$ cat src/ast_defines.svh
// Register offsets, field positions, reset values and timing counts of the serial transmitter
`ifndef AST_DEFINES_SVH
`define AST_DEFINES_SVH
`define AST_ADDR_W 4
`define AST_OFF_CTRL 4'h0
`define AST_OFF_RATE 4'h4
`define AST_OFF_DATA 4'h8
`define AST_OFF_STAT 4'hC
`define AST_CTRL_TRANSMIT_ENABLE 0
`define AST_CTRL_SYNC 1
`define AST_CTRL_SERIAL_PORT_ON 2
`define AST_CTRL_POL 3
`define AST_CTRL_BRG16 4
`define AST_CTRL_NINE 5
`define AST_CTRL_D8 6
`define AST_CTRL_IE 7
`define AST_STAT_EMPTY 0
`define AST_STAT_SHIFT 1
`define AST_STAT_DONE 2
`define AST_CTRL_RST 8'h00
`define AST_RATE_RST 16'h0000
`define AST_FLAG_DELAY 2
`endif

$ cat src/ast_pkg.sv
// Types shared by the serial transmitter
package ast_pkg;
   typedef struct packed {
      logic cyc;
      logic stb;
      logic we;
      logic [3:0] sel;
      logic [3:0] adr;
      logic [31:0] dat;
   } ast_wb_req_type;
   typedef struct packed {
      logic ack;
      logic [31:0] dat;
   } ast_wb_rsp_type;
   typedef struct packed {
      logic out;
      logic oe;
   } ast_pin_type;
   typedef enum logic [1:0] {AST_IDLE, AST_START, AST_DATA, AST_STOP} ast_state_type;
endpackage

$ cat src/ast_baud_gen.sv
// Baud tick generator dividing the system clock by divisor plus one
`timescale 1ns/1ps
module ast_baud_gen #(
   parameter int DIV_W = 16
) (
   input wire logic clk_i,
   input wire logic rst_i,
   input wire logic run_i,
   input wire logic wide_i,
   input wire logic [DIV_W-1:0] div_i,
   output logic tick_o
);
   logic [DIV_W-1:0] cnt_q;
   wire [DIV_W-1:0] limit = wide_i ? div_i : {{(DIV_W-8){1'b0}}, div_i[7:0]};
   wire hit = (cnt_q >= limit);
   initial begin
      if (DIV_W < 9) $error("ast_baud_gen needs DIV_W of at least 9");
   end
   always_ff @(posedge clk_i) begin
      if (rst_i || !run_i || hit) begin
         cnt_q <= '0;
      end else begin
         cnt_q <= cnt_q + 1'b1;
      end
   end
   assign tick_o = run_i && hit;
   // one tick per period
   chk_tick_single: assert property (@(posedge clk_i) disable iff (rst_i)
      tick_o && limit != '0 |=> !tick_o) else $error("baud tick lasted more than one cycle");
endmodule // ast_baud_gen

$ cat src/ast_tx.sv
// Asynchronous serial transmitter with Wishbone register slave
// Operation
// NRZ levels, mark while idle
// Start, eight or nine data, stop
// Every bit lasts one baud period
// Generator selectable 8 or 16 bit
// Data bits sent LSb first
// No parity; ninth bit from software
// Shift register hidden, loaded from buffer
// Software sets enable, async, port on
// Port on drives pin as output
// Software clears analog select on pin
// Empty flag set when enable set
// Write starts; empty shifter loads immediately
// Busy shifter: wait, transfer after stop
// Start bit follows transfer, no gap
// Polarity bit inverts idle and data
// Polarity applies in async mode only
// Empty flag read-only, valid two cycles later
// Interrupt gated, flag tracks regardless
// Single-cycle tick, one bit per tick
`timescale 1ns/1ps
`include "ast_defines.svh"
module ast_tx #(
   parameter int DIV_W = 16,
   parameter int FLAG_DELAY = `AST_FLAG_DELAY
) (
   input wire logic clk_i,
   input wire logic rst_i,
   input wire ast_pkg::ast_wb_req_type wb_req_i,
   output ast_pkg::ast_wb_rsp_type wb_rsp_o,
   output ast_pkg::ast_pin_type pin_o,
   output logic irq_o
);
   import ast_pkg::*;
   initial begin
      if (FLAG_DELAY < 2 || FLAG_DELAY > 8) $error("ast_tx FLAG_DELAY out of range");
      if (DIV_W != 16) $error("ast_tx supports DIV_W of 16 only");
   end

   logic [7:0] ctrl_q;
   logic [15:0] rate_q;
   logic [8:0] hold_q;
   logic hold_full_q;
   logic [8:0] shift_q;
   logic [3:0] bits_q;
   ast_state_type state_q;
   logic [2:0] stat_q;
   logic [2:0] mask_q;
   logic ack_q;
   logic [31:0] rdat_q;
   logic [FLAG_DELAY-1:0] wr_hist_q;
   logic line_q;
   logic transmit_enable_prev_q;

   // Bus decode
   wire req = wb_req_i.cyc && wb_req_i.stb && !ack_q;
   wire wr = req && wb_req_i.we;
   wire rd = req && !wb_req_i.we;
   wire lane0 = wb_req_i.sel[0];
   wire hit_ctrl = wb_req_i.adr == `AST_OFF_CTRL;
   wire hit_rate = wb_req_i.adr == `AST_OFF_RATE;
   wire hit_data = wb_req_i.adr == `AST_OFF_DATA;
   wire hit_stat = wb_req_i.adr == `AST_OFF_STAT;
   wire wr_ctrl = wr && hit_ctrl && lane0;
   wire wr_data = wr && hit_data && lane0;
   wire wr_mask = wr && hit_stat && lane0;
   wire rd_stat = rd && hit_stat;

   wire transmit_enable = ctrl_q[`AST_CTRL_TRANSMIT_ENABLE];
   wire sync = ctrl_q[`AST_CTRL_SYNC];
   wire serial_port_on = ctrl_q[`AST_CTRL_SERIAL_PORT_ON];
   wire pol = ctrl_q[`AST_CTRL_POL];
   wire nine = ctrl_q[`AST_CTRL_NINE];
   wire irq_en = ctrl_q[`AST_CTRL_IE];
   // software selects async
   wire run = transmit_enable && serial_port_on && !sync;

   // selectable width generator
   logic tick;
   ast_baud_gen #(.DIV_W(DIV_W)) u_baud (
      .clk_i(clk_i),
      .rst_i(rst_i),
      .run_i(run && state_q != AST_IDLE),
      .wide_i(ctrl_q[`AST_CTRL_BRG16]),
      .div_i(rate_q),
      .tick_o(tick)
   );

   // load immediately when idle
   // pending character after stop
   wire stop_end = (state_q == AST_STOP) && tick;
   wire can_load = (state_q == AST_IDLE) || stop_end;
   wire load = run && hold_full_q && can_load;
   wire frame_done = stop_end && !load;
   wire empty_now = transmit_enable && !hold_full_q;
   // flag valid after buffer write
   wire empty_flag = empty_now && (wr_hist_q == '0);
   wire transmit_enable_rise = transmit_enable && !transmit_enable_prev_q;

   always_ff @(posedge clk_i) begin
      if (rst_i) begin
         ctrl_q <= `AST_CTRL_RST;
         rate_q <= `AST_RATE_RST;
         mask_q <= '0;
      end else begin
         if (wr_ctrl) begin
            ctrl_q <= wb_req_i.dat[7:0];
         end
         if (wr && hit_rate && lane0) begin
            rate_q[7:0] <= wb_req_i.dat[7:0];
         end
         if (wr && hit_rate && wb_req_i.sel[1]) begin
            rate_q[15:8] <= wb_req_i.dat[15:8];
         end
         if (wr_mask) begin
            mask_q <= wb_req_i.dat[2:0];
         end
      end
   end

   // buffer is the only software path
   always_ff @(posedge clk_i) begin
      if (rst_i) begin
         hold_q <= '0;
         hold_full_q <= 1'b0;
      end else if (wr_data) begin
         hold_q <= {ctrl_q[`AST_CTRL_D8], wb_req_i.dat[7:0]};
         hold_full_q <= 1'b1;
      end else if (load || !transmit_enable) begin
         hold_full_q <= 1'b0;
      end
   end

   always_ff @(posedge clk_i) begin
      if (rst_i) begin
         wr_hist_q <= '0;
         transmit_enable_prev_q <= 1'b0;
      end else begin
         wr_hist_q <= {wr_hist_q[FLAG_DELAY-2:0], wr_data};
         transmit_enable_prev_q <= transmit_enable;
      end
   end

   // frame sequence
   // start follows load directly
   always_ff @(posedge clk_i) begin
      if (rst_i || !run) begin
         state_q <= AST_IDLE;
         shift_q <= '0;
         bits_q <= '0;
      end else if (load) begin
         state_q <= AST_START;
         shift_q <= hold_q;
         bits_q <= '0;
      end else if (tick) begin
         case (state_q)
            AST_START: begin
               state_q <= AST_DATA;
            end
            AST_DATA: begin
               // shift LSb first
               // one bit per tick
               shift_q <= {1'b0, shift_q[8:1]};
               bits_q <= bits_q + 1'b1;
               // ninth bit only as supplied
               if (bits_q == (nine ? 4'h8 : 4'h7)) begin
                  state_q <= AST_STOP;
               end
            end
            AST_STOP: begin
               state_q <= AST_IDLE;
            end
            default: begin
               state_q <= AST_IDLE;
            end
         endcase
      end
   end

   // mark while idle
   // bit held one period
   wire raw_bit = (state_q == AST_START) ? 1'b0 : (state_q == AST_DATA) ? shift_q[0] : 1'b1;
   always_ff @(posedge clk_i) begin
      if (rst_i) begin
         line_q <= 1'b1;
      end else begin
         // optional inversion
         // async only
         line_q <= raw_bit ^ (pol && !sync);
      end
   end
   // port on makes pin an output
   assign pin_o.out = line_q;
   assign pin_o.oe = serial_port_on;

   // Sticky status; set wins over read clear
   // flag on enable
   wire [2:0] ev = {frame_done, 1'b0, transmit_enable_rise || (empty_flag && !stat_q[`AST_STAT_EMPTY] && empty_now)};
   always_ff @(posedge clk_i) begin
      if (rst_i) begin
         stat_q <= '0;
      end else if (rd_stat) begin
         stat_q <= ev;
      end else begin
         stat_q <= stat_q | ev;
      end
   end
   // gated interrupt
   assign irq_o = (irq_en && empty_flag) || |(stat_q & mask_q & 3'b101);

   wire [31:0] rd_mux = hit_ctrl ? {24'h00_0000, ctrl_q} :
      hit_rate ? {16'h0000, rate_q} :
      hit_stat ? {26'h000_0000, mask_q, stat_q[2], (state_q != AST_IDLE), empty_flag} : 32'h0000_0000;
   always_ff @(posedge clk_i) begin
      if (rst_i) begin
         ack_q <= 1'b0;
         rdat_q <= '0;
      end else begin
         ack_q <= req;
         rdat_q <= rd ? rd_mux : 32'h0000_0000;
      end
   end
   assign wb_rsp_o.ack = ack_q;
   assign wb_rsp_o.dat = rdat_q;

   // idle line is mark
   chk_idle_mark: assert property (@(posedge clk_i) disable iff (rst_i)
      state_q == AST_IDLE && !pol |=> line_q) else $error("idle line not at mark");
   // start after load
   chk_start_follow: assert property (@(posedge clk_i) disable iff (rst_i)
      load |=> state_q == AST_START ##1 !line_q ^ (pol && !sync)) else $error("start bit did not follow load");
   // no load mid frame
   chk_load_boundary: assert property (@(posedge clk_i) disable iff (rst_i)
      load |-> state_q == AST_IDLE || state_q == AST_STOP) else $error("load while frame busy");
   // idle load at once
   chk_idle_load: assert property (@(posedge clk_i) disable iff (rst_i)
      run && hold_full_q && state_q == AST_IDLE |=> state_q == AST_START) else $error("idle shifter did not load");
   // enable sets flag
   chk_enable_flag: assert property (@(posedge clk_i) disable iff (rst_i)
      transmit_enable_rise && !rd_stat |=> stat_q[0]) else $error("enable did not set empty status");
   // flag clear after write
   chk_flag_write: assert property (@(posedge clk_i) disable iff (rst_i)
      wr_data |=> !empty_flag) else $error("empty flag high right after write");
   // pin direction
   chk_pin_dir: assert property (@(posedge clk_i) disable iff (rst_i)
      $rose(serial_port_on) |-> pin_o.oe) else $error("pin not output with port on");
   // gating of interrupt
   chk_irq_gate: assert property (@(posedge clk_i) disable iff (rst_i)
      !irq_en && mask_q == 3'b000 |-> !irq_o) else $error("interrupt raised while disabled");
   // clocked mode no inversion
   chk_sync_pol: assert property (@(posedge clk_i) disable iff (rst_i)
      sync && state_q == AST_IDLE |=> line_q) else $error("inverted in clocked mode");
endmodule // ast_tx

$ cat config.mk
export PLATFORM = sky130hd
export DESIGN_NAME = ast_tx
export DESIGN_NICKNAME = d
export VERILOG_FILES = /design/src/ast_pkg.sv /design/src/ast_baud_gen.sv /design/src/ast_tx.sv
export VERILOG_INCLUDE_DIRS = /design/src
export SDC_FILE = /design/constraint.sdc
export NUM_CORES = 1
export LEC_CHECK = 0
export ABC_AREA = 1
export BUFFER_PORTS_ARGS = -buffer_cell sky130_fd_sc_hd__buf_2
export CAP_MARGIN = 20
export CORE_ASPECT_RATIO = 2
export CORE_MARGIN = 2
export CORE_UTILIZATION = 40
export DETAILED_ROUTE_END_ITERATION = 10
export PLACE_DENSITY = 0.67
export SLEW_MARGIN = 30
export SYNTH_ARGS = -nofsm -noshare
export SYNTH_HDL_FRONTEND = slang
export SYNTH_SLANG_ARGS = --single-unit
$ cat constraint.sdc
create_clock -name clk_i -period 2.4 [get_ports clk_i]
set_input_delay 0.12 -clock clk_i [delete_from_list [all_inputs] [get_ports clk_i]]
set_output_delay 0.12 -clock clk_i [all_outputs]
set_load 0.02 [all_outputs]
# Word level (Yosys, flattened, before mapping)
# Cells that the tools add are included.
# classes
add_sub_neg	2
order_cmp	1
n_eq_ne	9
mux	17
bitwise	4
n_reduce_logical	63
# op_table
operator	n
two-way mux 16 bit	2
logical AND 1 bit	29
two-way mux 9 bit	3
adder 16 x 1 -> 16 bit (second input constant)	1
>= comparator 16 bit	1
logical NOT 1 bit	10
== test 4 bit (second input constant)	2
two-way mux 8 bit	1
AND reduction 2 bit	4
nonzero test 2 bit	4
OR reduction 2 bit	4
logical OR 1 bit	7
two-way mux 1 bit	6
two-way mux 6 bit	1
adder 4 x 1 -> 4 bit (second input constant)	1
== test 2 bit (second input constant)	2
== test 4 x 3 -> 1 bit (second input constant)	1
== test 4 bit	1
logical NOT 2 bit	2
logical NOT 4 bit	1
two-way mux 4 bit	1
one-hot mux 2 bit (2 select lines)	1
OR reduction 4 bit	1
bitwise AND 3 bit	1
9 further kinds	9
# totals
regBits	108
output_inout_bits	36

# Depth between registers and ports, before layout
# Gate-level depths: netlist of run 1.
# depth
ltp_word	11
depth_mapped	18
mapped_depth_nobuf	17

# Modules after synthesis
# A second synthesis of run 1 with hierarchy kept.
# hier_totals
cells_unflattened	579
hier_area_um2	4362.9
# modules_own_cells
module	n_inst	cells_each	area_each_um2	seq_area_each_um2
ast_tx	1	411	3168.0	1501.4
ast_baud_gen	1	168	1194.9	320.3

# Worst setup path before layout of run 1
# OpenSTA, ideal clock, no wires.
# synth_timing
path_type	reg2reg
startpoint	register ctrl_q[4]
endpoint	register shift_q[1]
setup_time_ns	0.072
arrival_time_ns	1.941
required_time_ns	2.328
slack_ns	0.387
stages_incl_launch_ff	14
n_path_buf	2
cell_sequence	dfxtp_1 > clkbuf_1 > nand2_1 > ha_1 > a21oi_1 > o21ai_0 > a21oi_1 > nand2_2 > nand2_2 > nor2_4 > inv_1 > buf_2 > nand3_1 > a21oi_1
# synth_between
elab_chain_len	8
elab_cells_between_ends	10
classes_between	order compare: 1; mux: 2; reduce/logical: 7
# synth_rtl
element	line_no	source
start: declaration	ast_tx.sv:41	logic [7:0] ctrl_q;
start signal: assignment	ast_tx.sv:103	ctrl_q <= `AST_CTRL_RST;
start signal: assignment	ast_tx.sv:108	ctrl_q <= wb_req_i.dat[7:0];
two-way mux 16 bit (*)	ast_baud_gen.sv:14	wire [DIV_W-1:0] limit = wide_i ? div_i : {{(DIV_W-8){1'b0}}, div_i[7:0]};
>= comparator 16 bit (*)	ast_baud_gen.sv:15	wire hit = (cnt_q >= limit);
logical AND 1 bit (*)	ast_baud_gen.sv:26	assign tick_o = run_i && hit;
logical AND 1 bit	ast_tx.sv:92	wire stop_end = (state_q == AST_STOP) && tick;
logical OR 1 bit	ast_tx.sv:93	wire can_load = (state_q == AST_IDLE) || stop_end;
logical AND 1 bit	ast_tx.sv:94	wire load = run && hold_full_q && can_load;
nonzero test 2 bit (no line)	-	
AND reduction 2 bit (no line)	-	
end signal: assignment	ast_tx.sv:154	shift_q <= hold_q;
end signal: assignment	ast_tx.sv:164	shift_q <= {1'b0, shift_q[8:1]};
end: declaration	ast_tx.sv:45	logic [8:0] shift_q;
# Every way passes the cells marked *; elsewhere a longest branch is shown, timed or not.
# A chain may end at the register's enable or synchronous reset.

# Worst setup path after layout of run 1
# layout_timing
startpoint	register ctrl_q[4]
endpoint	register bits_q[2]
# layout_between
elab_chain_len	7
elab_cells_between_ends	8
classes_between	order compare: 1; mux: 1; reduce/logical: 6
# layout_rtl
element	line_no	source
two-way mux 16 bit (*)	ast_baud_gen.sv:14	
>= comparator 16 bit (*)	ast_baud_gen.sv:15	
logical AND 1 bit (*)	ast_baud_gen.sv:26	
logical AND 1 bit	ast_tx.sv:92	
logical OR 1 bit	ast_tx.sv:93	
logical AND 1 bit	ast_tx.sv:94	
OR reduction 2 bit (no line)	-	
end signal: assignment	ast_tx.sv:165	bits_q <= bits_q + 1'b1;
end: declaration	ast_tx.sv:46	logic [3:0] bits_q;
# Marks and branches as above.

==> results of run 1 <==
==> flip-flops by register name, summed over array words and instances (netlist names), 2 cells and up <==
name	count
rate_q	16
rdat_q	16
u_baud.cnt_q	16
hold_q	9
shift_q	9
ctrl_q	8
bits_q	4
mask_q	3
stat_q	2
state_q	2
wr_hist_q	2
==> per-layer routing <==
layer	GRT usage [%]	vias up	routed length, µm
met5	0	-	0
met4	10.3	0	395
met3	3.62	27	331
met2	36.0	67	5720
met1	16.5	1673	3540
li1	-	1853	-
==> critical path: stages (launching register included) <==
cell and delay [ns]:
dfxtp_2 0.41, nand2_1 0.08, ha_1 0.29, a21oi_1 0.14
o21ai_0 0.10, a21oi_1 0.13, buf_4 0.14, nand2_2 0.07
nand3_2 0.09, nand2_4 0.06, nand2_4 0.18, nand2_1 0.18
nor3b_1 0.20
==> how the worst max path moves through the flow <==
stage               startpoint         end  slack [ns]  depth (start not counted)
floorplan            ctrl_q[4]  shift_q[1]        0.39                         13
global placement     ctrl_q[4]   bits_q[2]        0.18                         12
detailed placement   ctrl_q[4]   bits_q[2]        0.13                         12
CTS                  ctrl_q[4]   bits_q[2]        0.09                         12
global route         ctrl_q[4]   bits_q[2]        0.02                         12
finish               ctrl_q[4]   bits_q[2]        0.24                         12
==> metrics by stage <==
| step | cells | total power (W) | utilization, % | cell area, µm² |
|---|---|---|---|---|
| finish | 743 | 0.00293 | 46.0 | 4820 |
| global route | 743 | 0.00302 | 46.0 | 4820 |
| CTS | 743 | 0.00295 | 46.0 | 4820 |
| detailed placement | 727 | 0.00165 | 43.4 | 4540 |
| global placement | 727 | 0.00164 | 43.4 | 4540 |
| floorplan | 571 | 0.00163 | - | 4320 |
==> logic make-up after synthesis <==
| logic type | count (synthesis) | synth area share [%] |
|---|---|---|
| simple gates | 208 | 22.4 |
| buf+inv | 117 | 12.8 |
| compound gates | 109 | 13.9 |
| flops | 91 | 42.7 |
| fa+ha+maj | 22 | 6.45 |
| xor+xnor | 8 | 1.64 |
| other cells | 1 | 0.0879 |
==> synthesized netlist by cell type, types with 2 or more instances <==
cell type  count  area, µm²
nand3_2        2       20.0
nor2_4         3       33.8
nor4_1         2       12.5
inv_1         79        297
nand2_1       93        349
buf_4         20        150
xor2_1         5       43.8
nand3_1       26        130
xnor2_1        3       26.3
nand2_2        4       25.0
nor2_1        54        203
nand2_4        2       22.5
o22ai_1        6       37.5
a211oi_1      10       75.1
buf_2          3       15.0
buf_6          4       45.0
o21ai_0       36        180
a21oi_1       52        260
nor2_2         4       25.0
nor3_1         5       25.0
inv_2          2       7.51
ha_1          22        275
clkbuf_1       8       30.0
dfxtp_1       91       1820
nand4_1        6       37.5
==> power by group <==
group          leakage (nW)  internal (W)  switching, W
Combinational          1.13     0.0000255     0.0000722
Sequential            0.733       0.00151    0.00000197
Clock                 0.133      0.000729      0.000585
==> final cells by class <==
type                       count  area share [%]
clock buffer                  12            5.12
clock inverter                 4           0.545
inverter                      82            6.39
multi-input combinational    363            40.5
sequential                    91            37.8
tap                          137            3.56
timing repair buffer          54            6.02
==> impl_metrics.json, run 1 <==
{
  "whs_ns": 0.0625,
  "rrSetupSlack_ns": 0.24,
  "num_io_pins": 81,
  "async_flop_share_pct": 0,
  "antenna_cells": 0,
  "crit-reg2reg-launch": "ctrl_q[4]",
  "cts_sinks": 91,
  "p_leak_nw": 2.00,
  "post-place-ws_ns": 0.129,
  "grt_antenna_before_repair": 0,
  "fin_ws_ns": 0.245,
  "fmax_mhz": 464,
  "wl_per_cell_um": 13.4,
  "final_common_cell": "nand2_1",
  "ys.flop_type": "dfxtp_1",
  "layout.nets": 668,
  "hold_path_class": "primary input to register",
  "worst-path-max-fanout": 21,
  "rsz0062_at_grt": "no",
  "cts_tree": "yes",
  "cap_viol_max_count": 0,
  "grt_first_pass_wirelength_um": 16300,
  "numPortBuffers": 46,
  "worstHoldStart": "wb_req_i[15]",
  "root_buffer": "clkbuf_16",
  "netlist_area_um2": 4270,
  "antenna_left": 0,
  "worst_r2r_endpoint": "bits_q[2]",
  "yosys_warnings": 0,
  "vias": 3620,
  "h-tree-depth": 3,
  "slew_headroom_pct": 57.6,
  "layout_common_cells": "nand2_1, dfxtp_1, inv_1",
  "clk_pin_slew_worst_paths_ns": 0.06,
  "gr-total-overflow": 0,
  "hold_viol_final": 0,
  "drive_gt1_share_pct": 14.9,
  "tightest_slew_ns": 0.634,
  "ys_seq_area_share_pct": 42.7,
  "crit_required_ns": 2.66,
  "cts_made_buffers": 9,
  "cts_resized": 0,
  "drv_slew": 0,
  "place_congestion": 0.916,
  "cts_setup_buffers": 0,
  "ff_latch_area_um2": 1820,
  "drt_iter0_drc": 182,
  "grt_util_all_layers_pct": 18.1,
  "drc_errors": 0,
  "dr.pass1.iters": 4,
  "cp-start-kind": "register",
  "core_um2": 10500,
  "final.setup.tns_ns": 0,
  "chipWidth_um": 77.0,
  "start_util_pct": 40.7,
  "dieArea_um2": 11600,
  "synth_cell_type_count": 39,
  "fin_crit_ns": 2.16,
  "ir_drop_uv": 360,
  "hpwl_um": 7710,
  "fin_crit_sh_pct": 89.8,
  "worstSetupEndpointType": "register",
  "ys_ff_latch": 91,
  "status": "finished clean",
  "worstHoldPathCells": 3,
  "netlist_instances": 556,
  "cts_max_path_buffers": 2,
  "worstSetupPathType": "register to register",
  "synth_edf_count": 0,
  "viasPerCell": 4.87,
  "first_global_vias": 3559,
  "placementRows": 53,
  "multi_input_area_um2": 1950,
  "areaGrowthSynthToFinish_pct": 12.9,
  "worstSkewPairLatency_ns": 0.35,
  "hold_end": "rate_q[15]",
  "fillers": 1114,
  "r2r_cells": 12,
  "syn_avg_cell_area_um2": 7.67,
  "grt_max_degree": 30,
  "clock_skew_ns": 0.00955,
  "powerDensity_nw_per_um2": 607,
  "finalSetupViolCount": 0,
  "die_h_um": 150,
  "ctsHoldBuffers": 0,
  "detail_route.wirelength_um": 9990,
  "arrival_ns": 2.42
}
No activity file was read; power rests on OpenSTA's default activity.
==> run 2, diff against run 1 <==
--- a/config.mk
+++ b/config.mk
@@ -14,6 +14,7 @@
 export CORE_UTILIZATION = 40
 export DETAILED_ROUTE_END_ITERATION = 10
 export PLACE_DENSITY = 0.67
+export REMOVE_ABC_BUFFERS = 1
 export SLEW_MARGIN = 30
 export SYNTH_ARGS = -nofsm -noshare
 export SYNTH_HDL_FRONTEND = slang
==> run 2 against run 1 <==
Compared with the run above:
- worst setup slack improved by 0.00080 ns
- register-to-register slack hardly changed
- non-clock buffer count decreased by 3
- final area increased by 0.55%
- power rose by 5.2%
- sequential share of layout area is 0.21 points lower
- clock skew hardly changed
- critical path type unchanged
- highest routed layer unchanged
- critical path depth shrank 1
- sequential power hardly changed
- global-route usage down 0.38 points
==> impl_metrics.json, run 2 (synthesis gave the netlist of run 1 again) <==
{
  "powerDensity_nw_per_um2": 635,
  "top_regs": "rate_q (16), rdat_q (16), u_baud.cnt_q (16)",
  "hold_path_class": "primary input to register",
  "tightest_slew_ns": 0.719,
  "grt_util_all_layers_pct": 17.7,
  "placementRows": 53,
  "worstSetupEndpointType": "register",
  "crit_required_ns": 2.66,
  "wl_met1_um": 3360,
  "status": "finished clean",
  "maxUsedRoutingLayer": "met4",
  "rsz0062_at_grt": "no",
  "layout.nets": 665,
  "drv_slew": 0,
  "fin_ws_ns": 0.246,
  "place_area_um2": 4520,
  "post-place-ws_ns": 0.000726,
  "worstSkewPairLatency_ns": 0.35,
  "p_clk_share_pct": 47.6,
  "final_common_cell": "nand2_1",
  "drt_iter0_drc": 175,
  "finalSetupViolCount": 0,
  "fin_crit_sh_pct": 89.8,
  "start_util_pct": 40.7,
  "first_global_vias": 3564,
  "design_area_um2": 4840,
  "ctsHoldBuffers": 0,
  "areaGrowthSynthToFinish_pct": 13.5,
  "switchingPower_w": 0.000711,
  "worst-path-max-fanout": 21,
  "clock_skew_ns": 0.0100,
  "power.share.sequential_pct": 49.2,
  "p_int_w": 0.00237,
  "num_io_pins": 81,
  "antenna_left": 0,
  "wl_per_cell_um": 13.2,
  "layout_common_cells": "nand2_1, dfxtp_1, inv_1",
  "viasPerCell": 4.87,
  "antenna_cells": 0,
  "cts_made_buffers": 9,
  "utilization_pct": 46.2,
  "final.setup.tns_ns": 0,
  "h-tree-depth": 3,
  "grt_antenna_before_repair": 0,
  "numPortBuffers": 46,
  "cp-start-kind": "register",
  "cts_max_path_buffers": 2,
  "place_congestion": 0.869,
  "swShare_pct": 23.1,
  "combPwrFrac_pct": 3.2,
  "worstSetupPathType": "register to register",
  "met3_length_um": 229,
  "p_leak_nw": 2.01,
  "fin_crit_ns": 2.15,
  "dieArea_um2": 11600,
  "cap_viol_max_count": 0,
  "grt_max_degree": 30,
  "root_buffer": "clkbuf_16",
  "dr_wl_met2_um": 5740,
  "cts_tree": "yes",
  "instances_no_fill": 740,
  "dpl.cell_count": 724,
  "slew_headroom_pct": 51.9,
  "cts_sinks": 91,
  "detail_route.wirelength_um": 9750,
  "drc_errors": 0,
  "fmax_mhz": 464,
  "ir_drop_uv": 362,
  "chipWidth_um": 77.0,
  "hold_viol_final": 0,
  "dr.pass1.iters": 4,
  "clk_pin_slew_worst_paths_ns": 0.07,
  "vias": 3606,
  "hpwl_um": 7660,
  "arrival_ns": 2.41,
  "drive_gt1_share_pct": 14.9,
  "cts_setup_buffers": 0,
  "grt_first_pass_wirelength_um": 16100,
  "rrSetupSlack_ns": 0.25,
  "fillers": 1065,
  "gr-total-overflow": 0,
  "die_h_um": 150,
  "core_um2": 10500
}
[run 2: final timing paths]
check,start,to,cells after the start
worst max-delay path,ctrl_q[4],bits_q[2],11
worst min-delay path,wb_req_i[6],ctrl_q[6],3
worst max register to register,ctrl_q[4],bits_q[2],11
worst min register to register,wr_hist_q[0],wr_hist_q[1],2
[run 2: worst max-delay path: stages (launching register included)]
cell     delay [ns]
dfxtp_2        0.44
nand2_1        0.09
ha_1           0.30
a21oi_1        0.15
o21ai_0        0.13
a21oi_2        0.16
nand2_2        0.10
nand3_2        0.08
nand2_4        0.11
nand2_8        0.15
nand2_1        0.15
nor3b_1        0.22
[run 2: power groups by stage]
| stage | combinational [W] | sequential [W] | clock (W) |
|---|---|---|---|
| floorplan | 0.0000522 | 0.00155 | 0 |
| global placement | 0.0000961 | 0.00155 | 0 |
| detailed placement | 0.0000977 | 0.00155 | 0 |
| CTS | 0.0000981 | 0.00151 | 0.00149 |
| global route | 0.000107 | 0.00151 | 0.00156 |
| finish | 0.0000979 | 0.00151 | 0.00147 |
[run 2: layout make-up]
class | count | area (µm²) | area share, %
timing repair buffer | 51 | 268 | 5.53
inverter | 82 | 308 | 6.35
multi-input combinational | 363 | 1970 | 40.6
tap | 137 | 171 | 3.54
clock inverter | 7 | 83.8 | 1.73
clock buffer | 9 | 225 | 4.65
sequential | 91 | 1820 | 37.6
[run 2: through the flow]
stage	hold slack [ns]	total power (W)
after floorplan	0.189	0.00160
after global placement	0.396	0.00165
after detailed placement	0.405	0.00165
after CTS	0.0496	0.00310
after global routing	0.0773	0.00318
final	0.0524	0.00308
[run 2: metal layers]
layer,global-route usage (%),vias up
met1,15.9,1661
met2,35.7,72
met3,2.59,30
met4,11.2,0
li1,-,1843
met5,0,-
[run 2: what timing repair did]
| item | CTS | global route |
|---|---|---|
| pin swaps | 0 | 0 |
| gates resized for setup | 1 | 2 |
| setup endpoints to repair | 1 | 6 |
